## config.mk

```make
export PLATFORM = sky130hd
export DESIGN_NAME = serial_link_config
export DESIGN_NICKNAME = d
export VERILOG_FILES = /design/src/serial_link_config_pkg.sv /design/src/serial_link_config.sv
export VERILOG_INCLUDE_DIRS = /design/src
export SDC_FILE = /design/constraint.sdc
export NUM_CORES = 1
export LEC_CHECK = 0
export ABC_CLOCK_PERIOD_IN_PS = 88200
export BUFFER_PORTS_ARGS = -buffer_cell sky130_fd_sc_hd__buf_2
export CORE_MARGIN = 2
export CORE_UTILIZATION = 25
export CTS_BUF_LIST = sky130_fd_sc_hd__clkbuf_16
export CTS_CLUSTER_SIZE = 16
export DETAILED_ROUTE_END_ITERATION = 8
export SETUP_SLACK_MARGIN = 0.02
export SLEW_MARGIN = 10
export SYNTH_ARGS = -nofsm -noshare
export SYNTH_HDL_FRONTEND = slang
export SYNTH_SLANG_ARGS = --single-unit
```

## constraint.sdc

```tcl
create_clock -name aclk -period 88.2 [get_ports aclk]
set_input_delay 4.41 -clock aclk [delete_from_list [all_inputs] [get_ports aclk]]
set_output_delay 4.41 -clock aclk [all_outputs]
set_load 0.02 [all_outputs]
```

## src/serial_link_config_regs.svh

```systemverilog
`ifndef SERIAL_LINK_CONFIG_REGS_SVH
`define SERIAL_LINK_CONFIG_REGS_SVH

// ==========================================
// Register offsets.
`define OFS_PROTOCOL 8'h00
`define OFS_STATION 8'h04
`define OFS_RATE 8'h08
`define OFS_STOP 8'h0c
`define OFS_PARITY 8'h10
`define OFS_TIMEOUT 8'h14
`define OFS_DELAY 8'h18
`define OFS_GAP 8'h1c
`define OFS_ACTIVE 8'h20
`define OFS_LINK 8'h24
`define OFS_IRQ_STAT 8'h28
`define OFS_IRQ_MASK 8'h2c

// ==========================================
// Reset values and legal ranges.
`define RST_PROTOCOL 1'h0
`define RST_STATION 5'h01
`define RST_RATE 9'h060
`define RST_STOP 2'h1
`define RST_PARITY 2'h0
`define RST_TIMEOUT 10'h000
`define RST_DELAY 10'h001
`define RST_GAP 8'h03
`define STATION_MIN 5'h01
`define STATION_MAX 5'h1f
`define TIMEOUT_MAX 10'h258
`define DELAY_MIN 10'h001
`define DELAY_MAX 10'h3e8
`define GAP_MIN 8'h03
`define GAP_MAX 8'hc8
`define RATE_A 9'h030
`define RATE_B 9'h060
`define RATE_C 9'h0c0
`define RATE_D 9'h180
`define CMD_FRAME_END 8'h0d

// ==========================================
// Timing.
`define CLK_HZ 100000000
`define CLK_NS 10
`define MS_NS 1000000
`define MS_CYCLES (`MS_NS / `CLK_NS)
`define TIMEOUT_UNIT_MS 16'h0064

// ==========================================
// Status bits.
`define EV_TIMEOUT 0
`define EV_MATCH 1
`define EV_REPLY 2

`endif

```

## src/serial_link_config_pkg.sv

```systemverilog
package serial_link_config_pkg;

    typedef struct packed {
        logic protocol_select;
        logic [4:0] station_number;
        logic [8:0] bit_rate_code;
        logic [1:0] stop_bit_count;
        logic [1:0] parity_select;
        logic [9:0] link_timeout;
        logic [9:0] reply_delay;
        logic [7:0] frame_end_gap;
    } cfg_set_t;

    typedef struct packed {
        logic protocol_select;
        logic two_stop;
        logic [1:0] parity_select;
        logic [15:0] bit_cycles;
    } frame_cfg_t;

    typedef enum logic [1:0] {
        ST_IDLE,
        ST_FRAME,
        ST_WAIT
    } link_state_t;

endpackage

```

## src/serial_link_config.sv

```systemverilog
// What this block does
// Protocol 0 command, 1 Modbus RTU.
// Station 1 to 31, answer matching frames.
// Rate codes 48/96/192/384 set bit time.
// One or two stop bits; parity none/odd/even.
// Timeout 0.1-60 s; zero disables it.
// Reply after delay; Modbus ends frames by gap.
// New settings apply only after supply restart.
// Timeout expiry raises a status flag.
//
// Local design decisions: the register addresses and the AXI4-Lite slave port.
`timescale 1ns/1ps
`include "serial_link_config_regs.svh"

module serial_link_config
    import serial_link_config_pkg::*;
#(
    parameter int MS_CYCLES = `MS_CYCLES
)
(
    // Clock, reset, enable.
    input wire logic aclk,
    input wire logic aresetn,
    input wire logic clk_en,
    // Supply restart pulse.
    input wire logic supply_restart,
    // AXI4-Lite write.
    input wire logic [7:0] s_axi_awaddr,
    input wire logic s_axi_awvalid,
    output logic s_axi_awready,
    input wire logic [31:0] s_axi_wdata,
    input wire logic [3:0] s_axi_wstrb,
    input wire logic s_axi_wvalid,
    output logic s_axi_wready,
    output logic [1:0] s_axi_bresp,
    output logic s_axi_bvalid,
    input wire logic s_axi_bready,
    // AXI4-Lite read.
    input wire logic [7:0] s_axi_araddr,
    input wire logic s_axi_arvalid,
    output logic s_axi_arready,
    output logic [31:0] s_axi_rdata,
    output logic [1:0] s_axi_rresp,
    output logic s_axi_rvalid,
    input wire logic s_axi_rready,
    // Received characters.
    input wire logic rx_byte_valid,
    input wire logic rx_byte_ok,
    input wire logic [7:0] rx_byte,
    // Link control outputs.
    output frame_cfg_t frame_cfg,
    output logic reply_start,
    output logic link_lost,
    output logic irq
);

    // ==========================================
    // Functions.
    function automatic logic [15:0] bit_cycles_of(input logic [8:0] code);
        logic [31:0] rate;
        rate = 32'(code) * 32'd100;
        bit_cycles_of = (rate == 32'h0) ? 16'h0 : 16'(`CLK_HZ / rate);
    endfunction

    function automatic logic rate_ok(input logic [8:0] code);
        rate_ok = (code == `RATE_A) || (code == `RATE_B) || (code == `RATE_C) || (code == `RATE_D);
    endfunction

    function automatic logic [15:0] merge(input logic [15:0] old, input logic [31:0] d,
                                          input logic [3:0] be);
        merge = {be[1] ? d[15:8] : old[15:8], be[0] ? d[7:0] : old[7:0]};
    endfunction

    function automatic logic [15:0] cfg_word(input cfg_set_t c, input logic [7:0] a);
        case (a)
            `OFS_PROTOCOL: cfg_word = 16'(c.protocol_select);
            `OFS_STATION: cfg_word = 16'(c.station_number);
            `OFS_RATE: cfg_word = 16'(c.bit_rate_code);
            `OFS_STOP: cfg_word = 16'(c.stop_bit_count);
            `OFS_PARITY: cfg_word = 16'(c.parity_select);
            `OFS_TIMEOUT: cfg_word = 16'(c.link_timeout);
            `OFS_DELAY: cfg_word = 16'(c.reply_delay);
            `OFS_GAP: cfg_word = 16'(c.frame_end_gap);
            default: cfg_word = 16'h0;
        endcase
    endfunction

    // ==========================================
    // Bus slave state.
    cfg_set_t stg_ff;
    cfg_set_t act_ff;
    logic [7:0] awaddr_ff;
    logic [31:0] wdata_ff;
    logic [3:0] wstrb_ff;
    logic aw_got_ff;
    logic w_got_ff;
    logic awready_ff;
    logic wready_ff;
    logic bvalid_ff;
    logic [1:0] bresp_ff;
    logic arready_ff;
    logic rvalid_ff;
    logic [31:0] rdata_ff;
    logic [1:0] rresp_ff;
    logic [2:0] irq_stat_ff;
    logic [2:0] irq_mask_ff;
    logic irq_ff;
    logic [2:0] ev;
    logic wr_go;
    logic [15:0] wval;
    logic wr_cfg;
    logic wr_legal;

    assign wr_go = aw_got_ff && w_got_ff && !bvalid_ff;
    assign wval = merge(cfg_word(stg_ff, awaddr_ff), wdata_ff, wstrb_ff);
    assign wr_cfg = (awaddr_ff <= `OFS_GAP) && (awaddr_ff[1:0] == 2'h0);

    always_comb
    begin
        case (awaddr_ff)
            `OFS_PROTOCOL: wr_legal = wval <= 16'h1;
            `OFS_STATION: wr_legal = wval >= 16'(`STATION_MIN) && wval <= 16'(`STATION_MAX);
            `OFS_RATE: wr_legal = wval[15:9] == 7'h0 && rate_ok(wval[8:0]);
            `OFS_STOP: wr_legal = wval == 16'h1 || wval == 16'h2;
            `OFS_PARITY: wr_legal = wval <= 16'h2;
            `OFS_TIMEOUT: wr_legal = wval <= 16'(`TIMEOUT_MAX);
            `OFS_DELAY: wr_legal = wval >= 16'(`DELAY_MIN) && wval <= 16'(`DELAY_MAX);
            `OFS_GAP: wr_legal = wval >= 16'(`GAP_MIN) && wval <= 16'(`GAP_MAX);
            `OFS_IRQ_STAT, `OFS_IRQ_MASK: wr_legal = 1'b1;
            default: wr_legal = 1'b0;
        endcase
    end

    // ==========================================
    // Write channel handshake.
    always_ff @(posedge aclk)
    begin
        if (!aresetn)
        begin
            aw_got_ff <= 1'b0;
            w_got_ff <= 1'b0;
            awready_ff <= 1'b1;
            wready_ff <= 1'b1;
            bvalid_ff <= 1'b0;
            bresp_ff <= 2'h0;
            awaddr_ff <= 8'h0;
            wdata_ff <= 32'h0;
            wstrb_ff <= 4'h0;
        end
        else if (clk_en)
        begin
            if (s_axi_awvalid && awready_ff)
            begin
                awaddr_ff <= s_axi_awaddr;
                aw_got_ff <= 1'b1;
                awready_ff <= 1'b0;
            end
            if (s_axi_wvalid && wready_ff)
            begin
                wdata_ff <= s_axi_wdata;
                wstrb_ff <= s_axi_wstrb;
                w_got_ff <= 1'b1;
                wready_ff <= 1'b0;
            end
            if (wr_go)
            begin
                aw_got_ff <= 1'b0;
                w_got_ff <= 1'b0;
                bvalid_ff <= 1'b1;
                bresp_ff <= (wr_cfg || awaddr_ff == `OFS_IRQ_STAT || awaddr_ff == `OFS_IRQ_MASK)
                    ? (wr_legal ? 2'h0 : 2'h2) : 2'h3;
            end
            if (bvalid_ff && s_axi_bready)
            begin
                bvalid_ff <= 1'b0;
                awready_ff <= 1'b1;
                wready_ff <= 1'b1;
            end
        end
    end

    // ==========================================
    // Stored settings and the active copy.
    always_ff @(posedge aclk)
    begin
        if (!aresetn)
        begin
            stg_ff <= '{`RST_PROTOCOL, `RST_STATION, `RST_RATE, `RST_STOP, `RST_PARITY,
                        `RST_TIMEOUT, `RST_DELAY, `RST_GAP};
            act_ff <= '{`RST_PROTOCOL, `RST_STATION, `RST_RATE, `RST_STOP, `RST_PARITY,
                        `RST_TIMEOUT, `RST_DELAY, `RST_GAP};
        end
        else if (clk_en)
        begin
            if (supply_restart)
            begin
                act_ff <= stg_ff;
            end
            if (wr_go && wr_cfg && wr_legal)
            begin
                case (awaddr_ff)
                    `OFS_PROTOCOL: stg_ff.protocol_select <= wval[0];
                    `OFS_STATION: stg_ff.station_number <= wval[4:0];
                    `OFS_RATE: stg_ff.bit_rate_code <= wval[8:0];
                    `OFS_STOP: stg_ff.stop_bit_count <= wval[1:0];
                    `OFS_PARITY: stg_ff.parity_select <= wval[1:0];
                    `OFS_TIMEOUT: stg_ff.link_timeout <= wval[9:0];
                    `OFS_DELAY: stg_ff.reply_delay <= wval[9:0];
                    `OFS_GAP: stg_ff.frame_end_gap <= wval[7:0];
                    default: stg_ff <= stg_ff;
                endcase
            end
        end
    end

    // ==========================================
    // Interrupt status, mask and line.
    always_ff @(posedge aclk)
    begin
        if (!aresetn)
        begin
            irq_stat_ff <= 3'h0;
            irq_mask_ff <= 3'h0;
            irq_ff <= 1'b0;
        end
        else if (clk_en)
        begin
            if (wr_go && awaddr_ff == `OFS_IRQ_STAT)
            begin
                irq_stat_ff <= (irq_stat_ff & ~wdata_ff[2:0]) | ev;
            end
            else
            begin
                irq_stat_ff <= irq_stat_ff | ev;
            end
            if (wr_go && awaddr_ff == `OFS_IRQ_MASK)
            begin
                irq_mask_ff <= wdata_ff[2:0];
            end
            irq_ff <= |(irq_stat_ff & irq_mask_ff);
        end
    end

    // ==========================================
    // Read channel.
    link_state_t state_ff;

    always_ff @(posedge aclk)
    begin
        if (!aresetn)
        begin
            arready_ff <= 1'b1;
            rvalid_ff <= 1'b0;
            rdata_ff <= 32'h0;
            rresp_ff <= 2'h0;
        end
        else if (clk_en)
        begin
            if (s_axi_arvalid && arready_ff)
            begin
                arready_ff <= 1'b0;
                rvalid_ff <= 1'b1;
                rresp_ff <= 2'h0;
                case (s_axi_araddr)
                    `OFS_ACTIVE: rdata_ff <= {1'b0, act_ff.reply_delay[7:0], act_ff.station_number,
                        act_ff.bit_rate_code, act_ff.stop_bit_count, act_ff.parity_select,
                        act_ff.protocol_select, 3'h0, link_lost};
                    `OFS_LINK: rdata_ff <= {29'h0, link_lost, 2'(state_ff)};
                    `OFS_IRQ_STAT: rdata_ff <= {29'h0, irq_stat_ff};
                    `OFS_IRQ_MASK: rdata_ff <= {29'h0, irq_mask_ff};
                    default:
                    begin
                        rdata_ff <= {16'h0, cfg_word(stg_ff, s_axi_araddr)};
                        if (s_axi_araddr > `OFS_GAP || s_axi_araddr[1:0] != 2'h0)
                        begin
                            rresp_ff <= 2'h3;
                        end
                    end
                endcase
            end
            if (rvalid_ff && s_axi_rready)
            begin
                rvalid_ff <= 1'b0;
                arready_ff <= 1'b1;
            end
        end
    end

    // ==========================================
    // Millisecond tick and link framing.
    logic [31:0] ms_cnt_ff;
    logic tick_ff;
    logic rx_good;
    logic [7:0] gap_cnt_ff;
    logic [9:0] dly_cnt_ff;
    logic hit_ff;
    logic reply_ff;
    logic match_ev_ff;
    logic frame_end;

    assign rx_good = rx_byte_valid && rx_byte_ok;
    assign frame_end = act_ff.protocol_select
        ? (tick_ff && gap_cnt_ff + 8'h1 >= act_ff.frame_end_gap)
        : (rx_good && rx_byte == `CMD_FRAME_END);

    always_ff @(posedge aclk)
    begin
        if (!aresetn)
        begin
            ms_cnt_ff <= 32'h0;
            tick_ff <= 1'b0;
        end
        else if (clk_en)
        begin
            tick_ff <= ms_cnt_ff == 32'(MS_CYCLES - 1);
            ms_cnt_ff <= (ms_cnt_ff == 32'(MS_CYCLES - 1)) ? 32'h0 : ms_cnt_ff + 32'h1;
        end
    end

    always_ff @(posedge aclk)
    begin
        if (!aresetn)
        begin
            state_ff <= ST_IDLE;
            gap_cnt_ff <= 8'h0;
            dly_cnt_ff <= 10'h0;
            hit_ff <= 1'b0;
            reply_ff <= 1'b0;
            match_ev_ff <= 1'b0;
        end
        else if (clk_en)
        begin
            reply_ff <= 1'b0;
            match_ev_ff <= 1'b0;
            case (state_ff)
                ST_IDLE:
                begin
                    if (rx_good)
                    begin
                        hit_ff <= rx_byte == 8'(act_ff.station_number);
                        gap_cnt_ff <= 8'h0;
                        state_ff <= ST_FRAME;
                    end
                end
                ST_FRAME:
                begin
                    if (rx_good && !frame_end)
                    begin
                        gap_cnt_ff <= 8'h0;
                    end
                    else if (tick_ff)
                    begin
                        gap_cnt_ff <= gap_cnt_ff + 8'h1;
                    end
                    if (frame_end)
                    begin
                        dly_cnt_ff <= 10'h0;
                        match_ev_ff <= hit_ff;
                        state_ff <= hit_ff ? ST_WAIT : ST_IDLE;
                    end
                end
                ST_WAIT:
                begin
                    if (tick_ff)
                    begin
                        dly_cnt_ff <= dly_cnt_ff + 10'h1;
                        if (dly_cnt_ff + 10'h1 >= act_ff.reply_delay)
                        begin
                            reply_ff <= 1'b1;
                            state_ff <= ST_IDLE;
                        end
                    end
                end
                default: state_ff <= ST_IDLE;
            endcase
        end
    end

    // ==========================================
    // Loss-of-link timer.
    logic [15:0] to_cnt_ff;
    logic lost_ff;
    logic to_ev_ff;
    logic [15:0] to_limit;

    assign to_limit = 16'(act_ff.link_timeout) * `TIMEOUT_UNIT_MS;
    assign ev = {reply_ff, match_ev_ff, to_ev_ff};

    always_ff @(posedge aclk)
    begin
        if (!aresetn)
        begin
            to_cnt_ff <= 16'h0;
            lost_ff <= 1'b0;
            to_ev_ff <= 1'b0;
        end
        else if (clk_en)
        begin
            to_ev_ff <= 1'b0;
            if (rx_good)
            begin
                to_cnt_ff <= 16'h0;
                lost_ff <= 1'b0;
            end
            else if (tick_ff && to_limit != 16'h0 && !lost_ff)
            begin
                to_cnt_ff <= to_cnt_ff + 16'h1;
                if (to_cnt_ff + 16'h1 >= to_limit)
                begin
                    lost_ff <= 1'b1;
                    to_ev_ff <= 1'b1;
                end
            end
        end
    end

    // ==========================================
    // Character framing output.
    frame_cfg_t fc_ff;

    always_ff @(posedge aclk)
    begin
        if (!aresetn)
        begin
            fc_ff <= '0;
        end
        else if (clk_en)
        begin
            fc_ff.protocol_select <= act_ff.protocol_select;
            fc_ff.two_stop <= act_ff.stop_bit_count == 2'h2;
            fc_ff.parity_select <= act_ff.parity_select;
            fc_ff.bit_cycles <= bit_cycles_of(act_ff.bit_rate_code);
        end
    end

    assign s_axi_awready = awready_ff;
    assign s_axi_wready = wready_ff;
    assign s_axi_bvalid = bvalid_ff;
    assign s_axi_bresp = bresp_ff;
    assign s_axi_arready = arready_ff;
    assign s_axi_rvalid = rvalid_ff;
    assign s_axi_rdata = rdata_ff;
    assign s_axi_rresp = rresp_ff;
    assign frame_cfg = fc_ff;
    assign reply_start = reply_ff;
    assign link_lost = lost_ff;
    assign irq = irq_ff;
endmodule

```

# ---- After elaboration in Yosys (flattened, before gate mapping)
# Index checks and enable logic that the tools add are counted.
dict set report totals {
  reg_bits 264
  latchBits 0
  ramBits 0
  romBits 0
  inputBits 71
  out_inout_bits 64
  wordCells 242
  memories 0
}
dict set report classes {
  add_sub_neg 4
  n_mul 2
  div_mod_pow 1
  n_lt_le_gt_ge 13
  eq_ne 37
  shifts 0
  mux 54
  bitwise_logic 5
  n_reduce_logical 79
}
# op n
set op_table {}
lappend op_table {{10-bit case mux with 8 select lines} 2}
lappend op_table {{31-bit case mux with 4 select lines} 1}
lappend op_table {{8-bit by 5-bit == test with 1-bit output (second input constant)} 8}
lappend op_table {{8-bit by 6-bit == test with 1-bit output (second input constant)} 6}
lappend op_table {{16-bit 2-to-1 mux} 3}
lappend op_table {{8-bit by 4-bit == test with 1-bit output (second input constant)} 5}
lappend op_table {{8-bit 2-to-1 mux} 5}
lappend op_table {{32-bit by 1-bit adder with 32-bit output (second input constant)} 1}
lappend op_table {{27-bit by 16-bit divider with 32-bit output (first input constant)} 1}
lappend op_table {{32-bit by 17-bit == test with 1-bit output (second input constant)} 1}
lappend op_table {{16-bit by 10-bit less-or-equal comparator with 1-bit output (second input constant)} 2}
lappend op_table {{32-bit 2-to-1 mux} 1}
lappend op_table {{3-bit AND reduction} 10}
lappend op_table {{1-bit 2-to-1 mux} 26}
lappend op_table {{2-bit AND reduction} 13}
lappend op_table {{1-bit logical AND} 22}
lappend op_table {{2-bit nonzero test} 11}
lappend op_table {{10-bit 2-to-1 mux} 2}
lappend op_table {{10-bit case mux with 2 select lines} 1}
lappend op_table {{2-bit 2-to-1 mux} 9}
lappend op_table {{16-bit by 1-bit adder with 16-bit output (second input constant)} 1}
lappend op_table {{16-bit by 1-bit == test with 1-bit output (second input constant)} 1}
lappend op_table {{16-bit by 2-bit == test with 1-bit output (second input constant)} 1}
lappend op_table {{8-bit by 3-bit == test with 1-bit output (second input constant)} 2}
lappend op_table {{43 further kinds} 60}

# ---- Longest topological paths before layout
dict set report logic_depth {
  word_depth 11
  depth_mapped 447
  mapped_depth_nobuf 407
}

# ---- Worst setup path after synthesis
# OpenSTA, ideal clock, no wires.
dict set report synth_path {
  path_type {reg-to-reg}
  start {register act_ff[32] in the netlist's numbering}
  end {register fc_ff, in the netlist frame_cfg[0]}
  setup_ns 0.119
  arrival_ns 79.781
  required_ns 88.081
  setup_slack_ns 8.300
  path_stages_with_launch 425
  path_buffers 49
  period_less_slack_ns 79.900
  cell_sequence {dfxtp_1 > clkbuf_1 > clkbuf_1 > clkbuf_1 > inv_1 > clkbuf_1 > clkbuf_1 > ha_1 > ha_1 > ha_1 > inv_1 > fa_1 > xor2_1 > nand3_1 > nor4_1 > clkbuf_1 > and3_1 > ha_1 > [... 389 more ...] > a211oi_2 > nand4bb_1 > or4_1 > buf_2 > buf_2 > nor2_1 > a21oi_1 > ha_1 > a21o_1 > a21o_1 > a21oi_1 > o211ai_1 > nor2_1 > o21ai_0 > nor4_1 > nand4b_1 > a2111o_1 > o221a_1}
}
dict set report synth_between {
  elab_chain_len 3
  word_cells_on_any_way 4
  cone_classes {1 x mul; 1 x div; 1 x mux; 1 x reduce/logical}
}
# item line_no
set synth_lines {}
lappend synth_lines {{start: declaration} serial_link_config.sv:91} ;# cfg_set_t act_ff;
lappend synth_lines {{start signal: assignment} serial_link_config.sv:190} ;# act_ff <= '{`RST_PROTOCOL, `RST_STATION, `RST_RATE, `RST_STOP, `RST_PARITY,
lappend synth_lines {{start signal: assignment} serial_link_config.sv:197} ;# act_ff <= stg_ff;
lappend synth_lines {{9-bit by 5-bit multiplier with 14-bit output (*)} serial_link_config.sv:61} ;# rate = 32'(code) * 32'd100;
lappend synth_lines {{27-bit by 16-bit divider with 32-bit output (no source line) / 16-bit logical NOT (equally long branches)} --}
lappend synth_lines {{16-bit 2-to-1 mux (*)} serial_link_config.sv:62} ;# bit_cycles_of = (rate == 32'h0) ? 16'h0 : 16'(`CLK_HZ / rate);
lappend synth_lines {{end: declaration} serial_link_config.sv:419} ;# frame_cfg_t fc_ff;
# Every way passes the cells marked *; elsewhere a longest branch is shown, timed or not.
# A chain may end at the register's enable or synchronous reset.

# ---- Final worst setup path
dict set report layout_path {
  start {register act_ff[36] in the netlist's numbering}
  end {register fc_ff, in the netlist frame_cfg[0]}
}
# The elaborated chain is that of the path after synthesis.

==> results.md <==
- Outcome: completed
- CTS tree: yes
- First-pass DRT Iterations: 7
- Portion of the post-synthesis area used by sequential elements: between 10% and 20%
- Slew headroom: a little over a fifth
- Master of the slowest instance on the critical path: or4b_2
- Hold Crit Class: flip-flop to flip-flop
- Number of top-level pins: ~140
- Cell with the most instances on the worst path: o21ai_0
- Synthesized netlist net count: 5,370
- Vias in the first global route: 33,000
- Synth warn: 0
- Gate Count Post-Synth: 4,887
- Initial detailed-routing violation count: between 2,000 and 2,500
- Routed vias/inst: 5.20
- Synth Area per Inst: 7.33 µm²
- Multi-input gate area: 29,400 µm²
- Count of endpoints failing hold in the final timing report: 0
- Die W: about 380 µm
- Commonest non-fill, non-tap cells in the layout: 579 x nand2_1, 402 x ha_1, 361 x nor2_1
- Share of the cycle needed by the critical path after routing: between 90% and 100%
- Number of maximum-capacitance constraint violations: 0
- Gr ovfl total: 0
- Required time of the critical path: ~90,000 ps
- Area of the die: 146,000 µm²
- DR vias: 35,700
- Fin crit period: just over 80,000 ps
- Kind of start point of the critical path: flip-flop
- Maximum clock frequency: 0.0123 GHz
- Crit path arrival time: 81,850 ps
- Starting density of the core: around 25%
- Primary FF master, synth: dfxtp_1
- Wire length of the first global-routing pass: 172,000 µm
- Slowest cell delay on critical path: 690 ps
- Critical path fanouts, max: 30
- Routability cong.: 0.903
- Flops & latches, synth: 262
- Number of clock buffers inserted by TritonCTS: 29
- Number of nets with antenna violations after detailed routing: 0
- Final count of negative-setup-slack endpoints: 0
- Commonest non-fill, non-tap cell in the layout: nand2_1
- Max Slew Vio Count: 0
- Count of fill cells added during filler insertion: roughly 16,000
- EDFF count, synth: 0
- Clock latency on the worst-skew pair: 620 ps
- Number of H-tree levels: 1
- Clock sink count: about 260
- NumNets Final: about 5,400
- Pin count of the biggest net entering global routing: 176
- Type of the worst setup path: flip-flop to flip-flop
- Hold_buf cts: 0
- Number of antenna violations at the first check in global routing: 3
- Async set-reset flop share out of synthesis: 0%
- GRT Resource Usage Total: ~14%
- Synth-to-Final Area Change: 12.0%
- Type of element capturing the critical path: flip-flop
- CTS Root Cell: clkbuf_16
- Final clock skew: 40.6 ps
- Combined area of all synthesized cells: between 30,000 and 40,000 µm²
- Clock-pin transition on the worst setup and hold timing paths: 70 ps
- WHS: ~460 ps
- Total half-perimeter wirelength after legalization and detailed placement: 82,000 µm
- Total wire length: 108,000 µm
- Footprint of the flip-flops and latches: 5250 µm²
- DIE HEIGHT: approximately 380 µm
- Avg WL per Cell: around 16 µm
- DRC violations left: 0
- Least-Margin Pin Slew: 1190 ps
- Row Count: 138
- Maximum clock path buffer count: 3
- Share of layout cells above drive strength 1: 10.2%
- Distinct cells, synth: 130
- Count of input and output buffers: 115
- Core Region: 142,000 µm²
[critical path, delay by kind of cell (launching register included)]
| family | cells | cell delay (ps) |
|---|---|---|
| flip-flops | 1 | 460 |
| AO/OA/AOI/OAI | 201 | 39330 |
| buffers and inverters | 23 | 3980 |
| XOR/XNOR | 1 | 210 |
| AND/OR/NAND/NOR | 140 | 24540 |
| multiplexers | 6 | 1820 |
| adder cells (fa/ha/maj) | 32 | 10630 |
[stage by stage]
| step | TNS [ps] | cell area, µm² | util, % | cells | worst slack [ps] |
|---|---|---|---|---|---|
| 2_1_floorplan | 0 | 35800 | - | 4887 | 8300 |
| 3_3_place_gp | 0 | 38600 | 27.2 | 6778 | 3370 |
| 3_5_place_dp | 0 | 38600 | 27.2 | 6778 | 2580 |
| 4_1_cts | 0 | 39600 | 27.9 | 6829 | 2080 |
| 5_1_grt | -77.4 | 40100 | 28.3 | 6851 | -77.4 |
| 6_report | 0 | 40100 | 28.3 | 6854 | 6830 |
[logic make-up after synthesis]
family / count (synthesis) / synth area share (%)
buffers and inverters: 388 / 4.34
adders and majority gates: 412 / 14.6
other: 1 / 0.0105
muxes: 151 / 4.53
xor gates and xnor gates: 286 / 6.99
DFF: 262 / 14.6
and+or+nand+nor: 1889 / 26.6
AOI/OAI and AO/OA: 1498 / 28.3
[registers in the layout, summed over array words and instances (netlist names), 2 cells and up]
register / flops
act_ff: 47
awaddr_ff: 8
dly_cnt_ff: 10
frame_cfg: 20
gap_cnt_ff: 8
irq_mask_ff: 3
irq_stat_ff: 3
ms_cnt_ff: 32
s_axi_bresp: 2
s_axi_rdata: 31
state_ff: 2
stg_ff: 47
to_cnt_ff: 16
wdata_ff: 16
wstrb_ff: 2
[final cells by class]
| type | count | share of cell area, % |
|---|---|---|
| Multi-Input combinational cell | 4238 | 73.4 |
| Sequential cell | 262 | 13.1 |
| Tap cell | 1890 | 5.90 |
| Timing Repair Buffer | 193 | 3.04 |
| Inverter | 217 | 2.04 |
| Clock buffer | 29 | 1.81 |
| Clock inverter | 22 | 0.730 |
| Antenna cell | 3 | 0.0187 |
[Yosys cell counts (34+ instances only)]
cell	n	share of area, %
clkbuf_1	115	1.2
o21ai_0	301	4.2
inv_1	215	2.3
xnor2_1	169	4.1
a21boi_0	120	2.5
o21a_1	82	1.7
dfxtp_1	262	15
ha_1	403	14
nor3_1	89	1.2
a31oi_1	38	0.66
nand3_1	172	2.4
nor4_1	45	0.79
or3_1	34	0.59
nand2b_1	121	2.1
nand2_1	581	6.1
nand4_1	61	1.1
and3_1	53	0.93
o31ai_1	54	1.1
a21o_1	155	3.2
a21oi_1	326	4.6
mux2i_1	79	2.2
xor2_1	117	2.9
or2_2	34	0.59
nor2b_1	113	2.0
and2_1	99	1.7
nor2_1	364	3.8
mux2_2	67	2.1
a211oi_1	39	0.82
[what timing repair did]
action / CTS / global route
hold endpoints to repair: 0 / 0
setup endpoints to repair: 0 / 2
gates resized for setup: 0 / 75
buffers inserted: 0 / 21
[path summary, 6_finish.rpt]
| kind | end | slack, ps | cells after the start | start |
|---|---|---|---|---|
| setup / recovery | frame_cfg[0] | 6830 | 403 | act_ff[36] |
| hold / removal | s_axi_rdata[29] | 460 | 2 | s_axi_rdata[29] |
| setup reg to reg | frame_cfg[0] | 6830 | 403 | act_ff[36] |
| hold reg to reg | s_axi_rdata[29] | 460 | 2 | s_axi_rdata[29] |
[per-layer routing]
layer | track usage (%) | part of all wire, %
met2 | 23.6 | 45
met5 | 0 | 0
met4 | 2.68 | 1.7
met1 | 19.2 | 48
met3 | 1.57 | 4.9
Power is left out: the tool's default activity adds up to more than one toggle a clock period on the data nets, which glitch-free logic cannot reach.
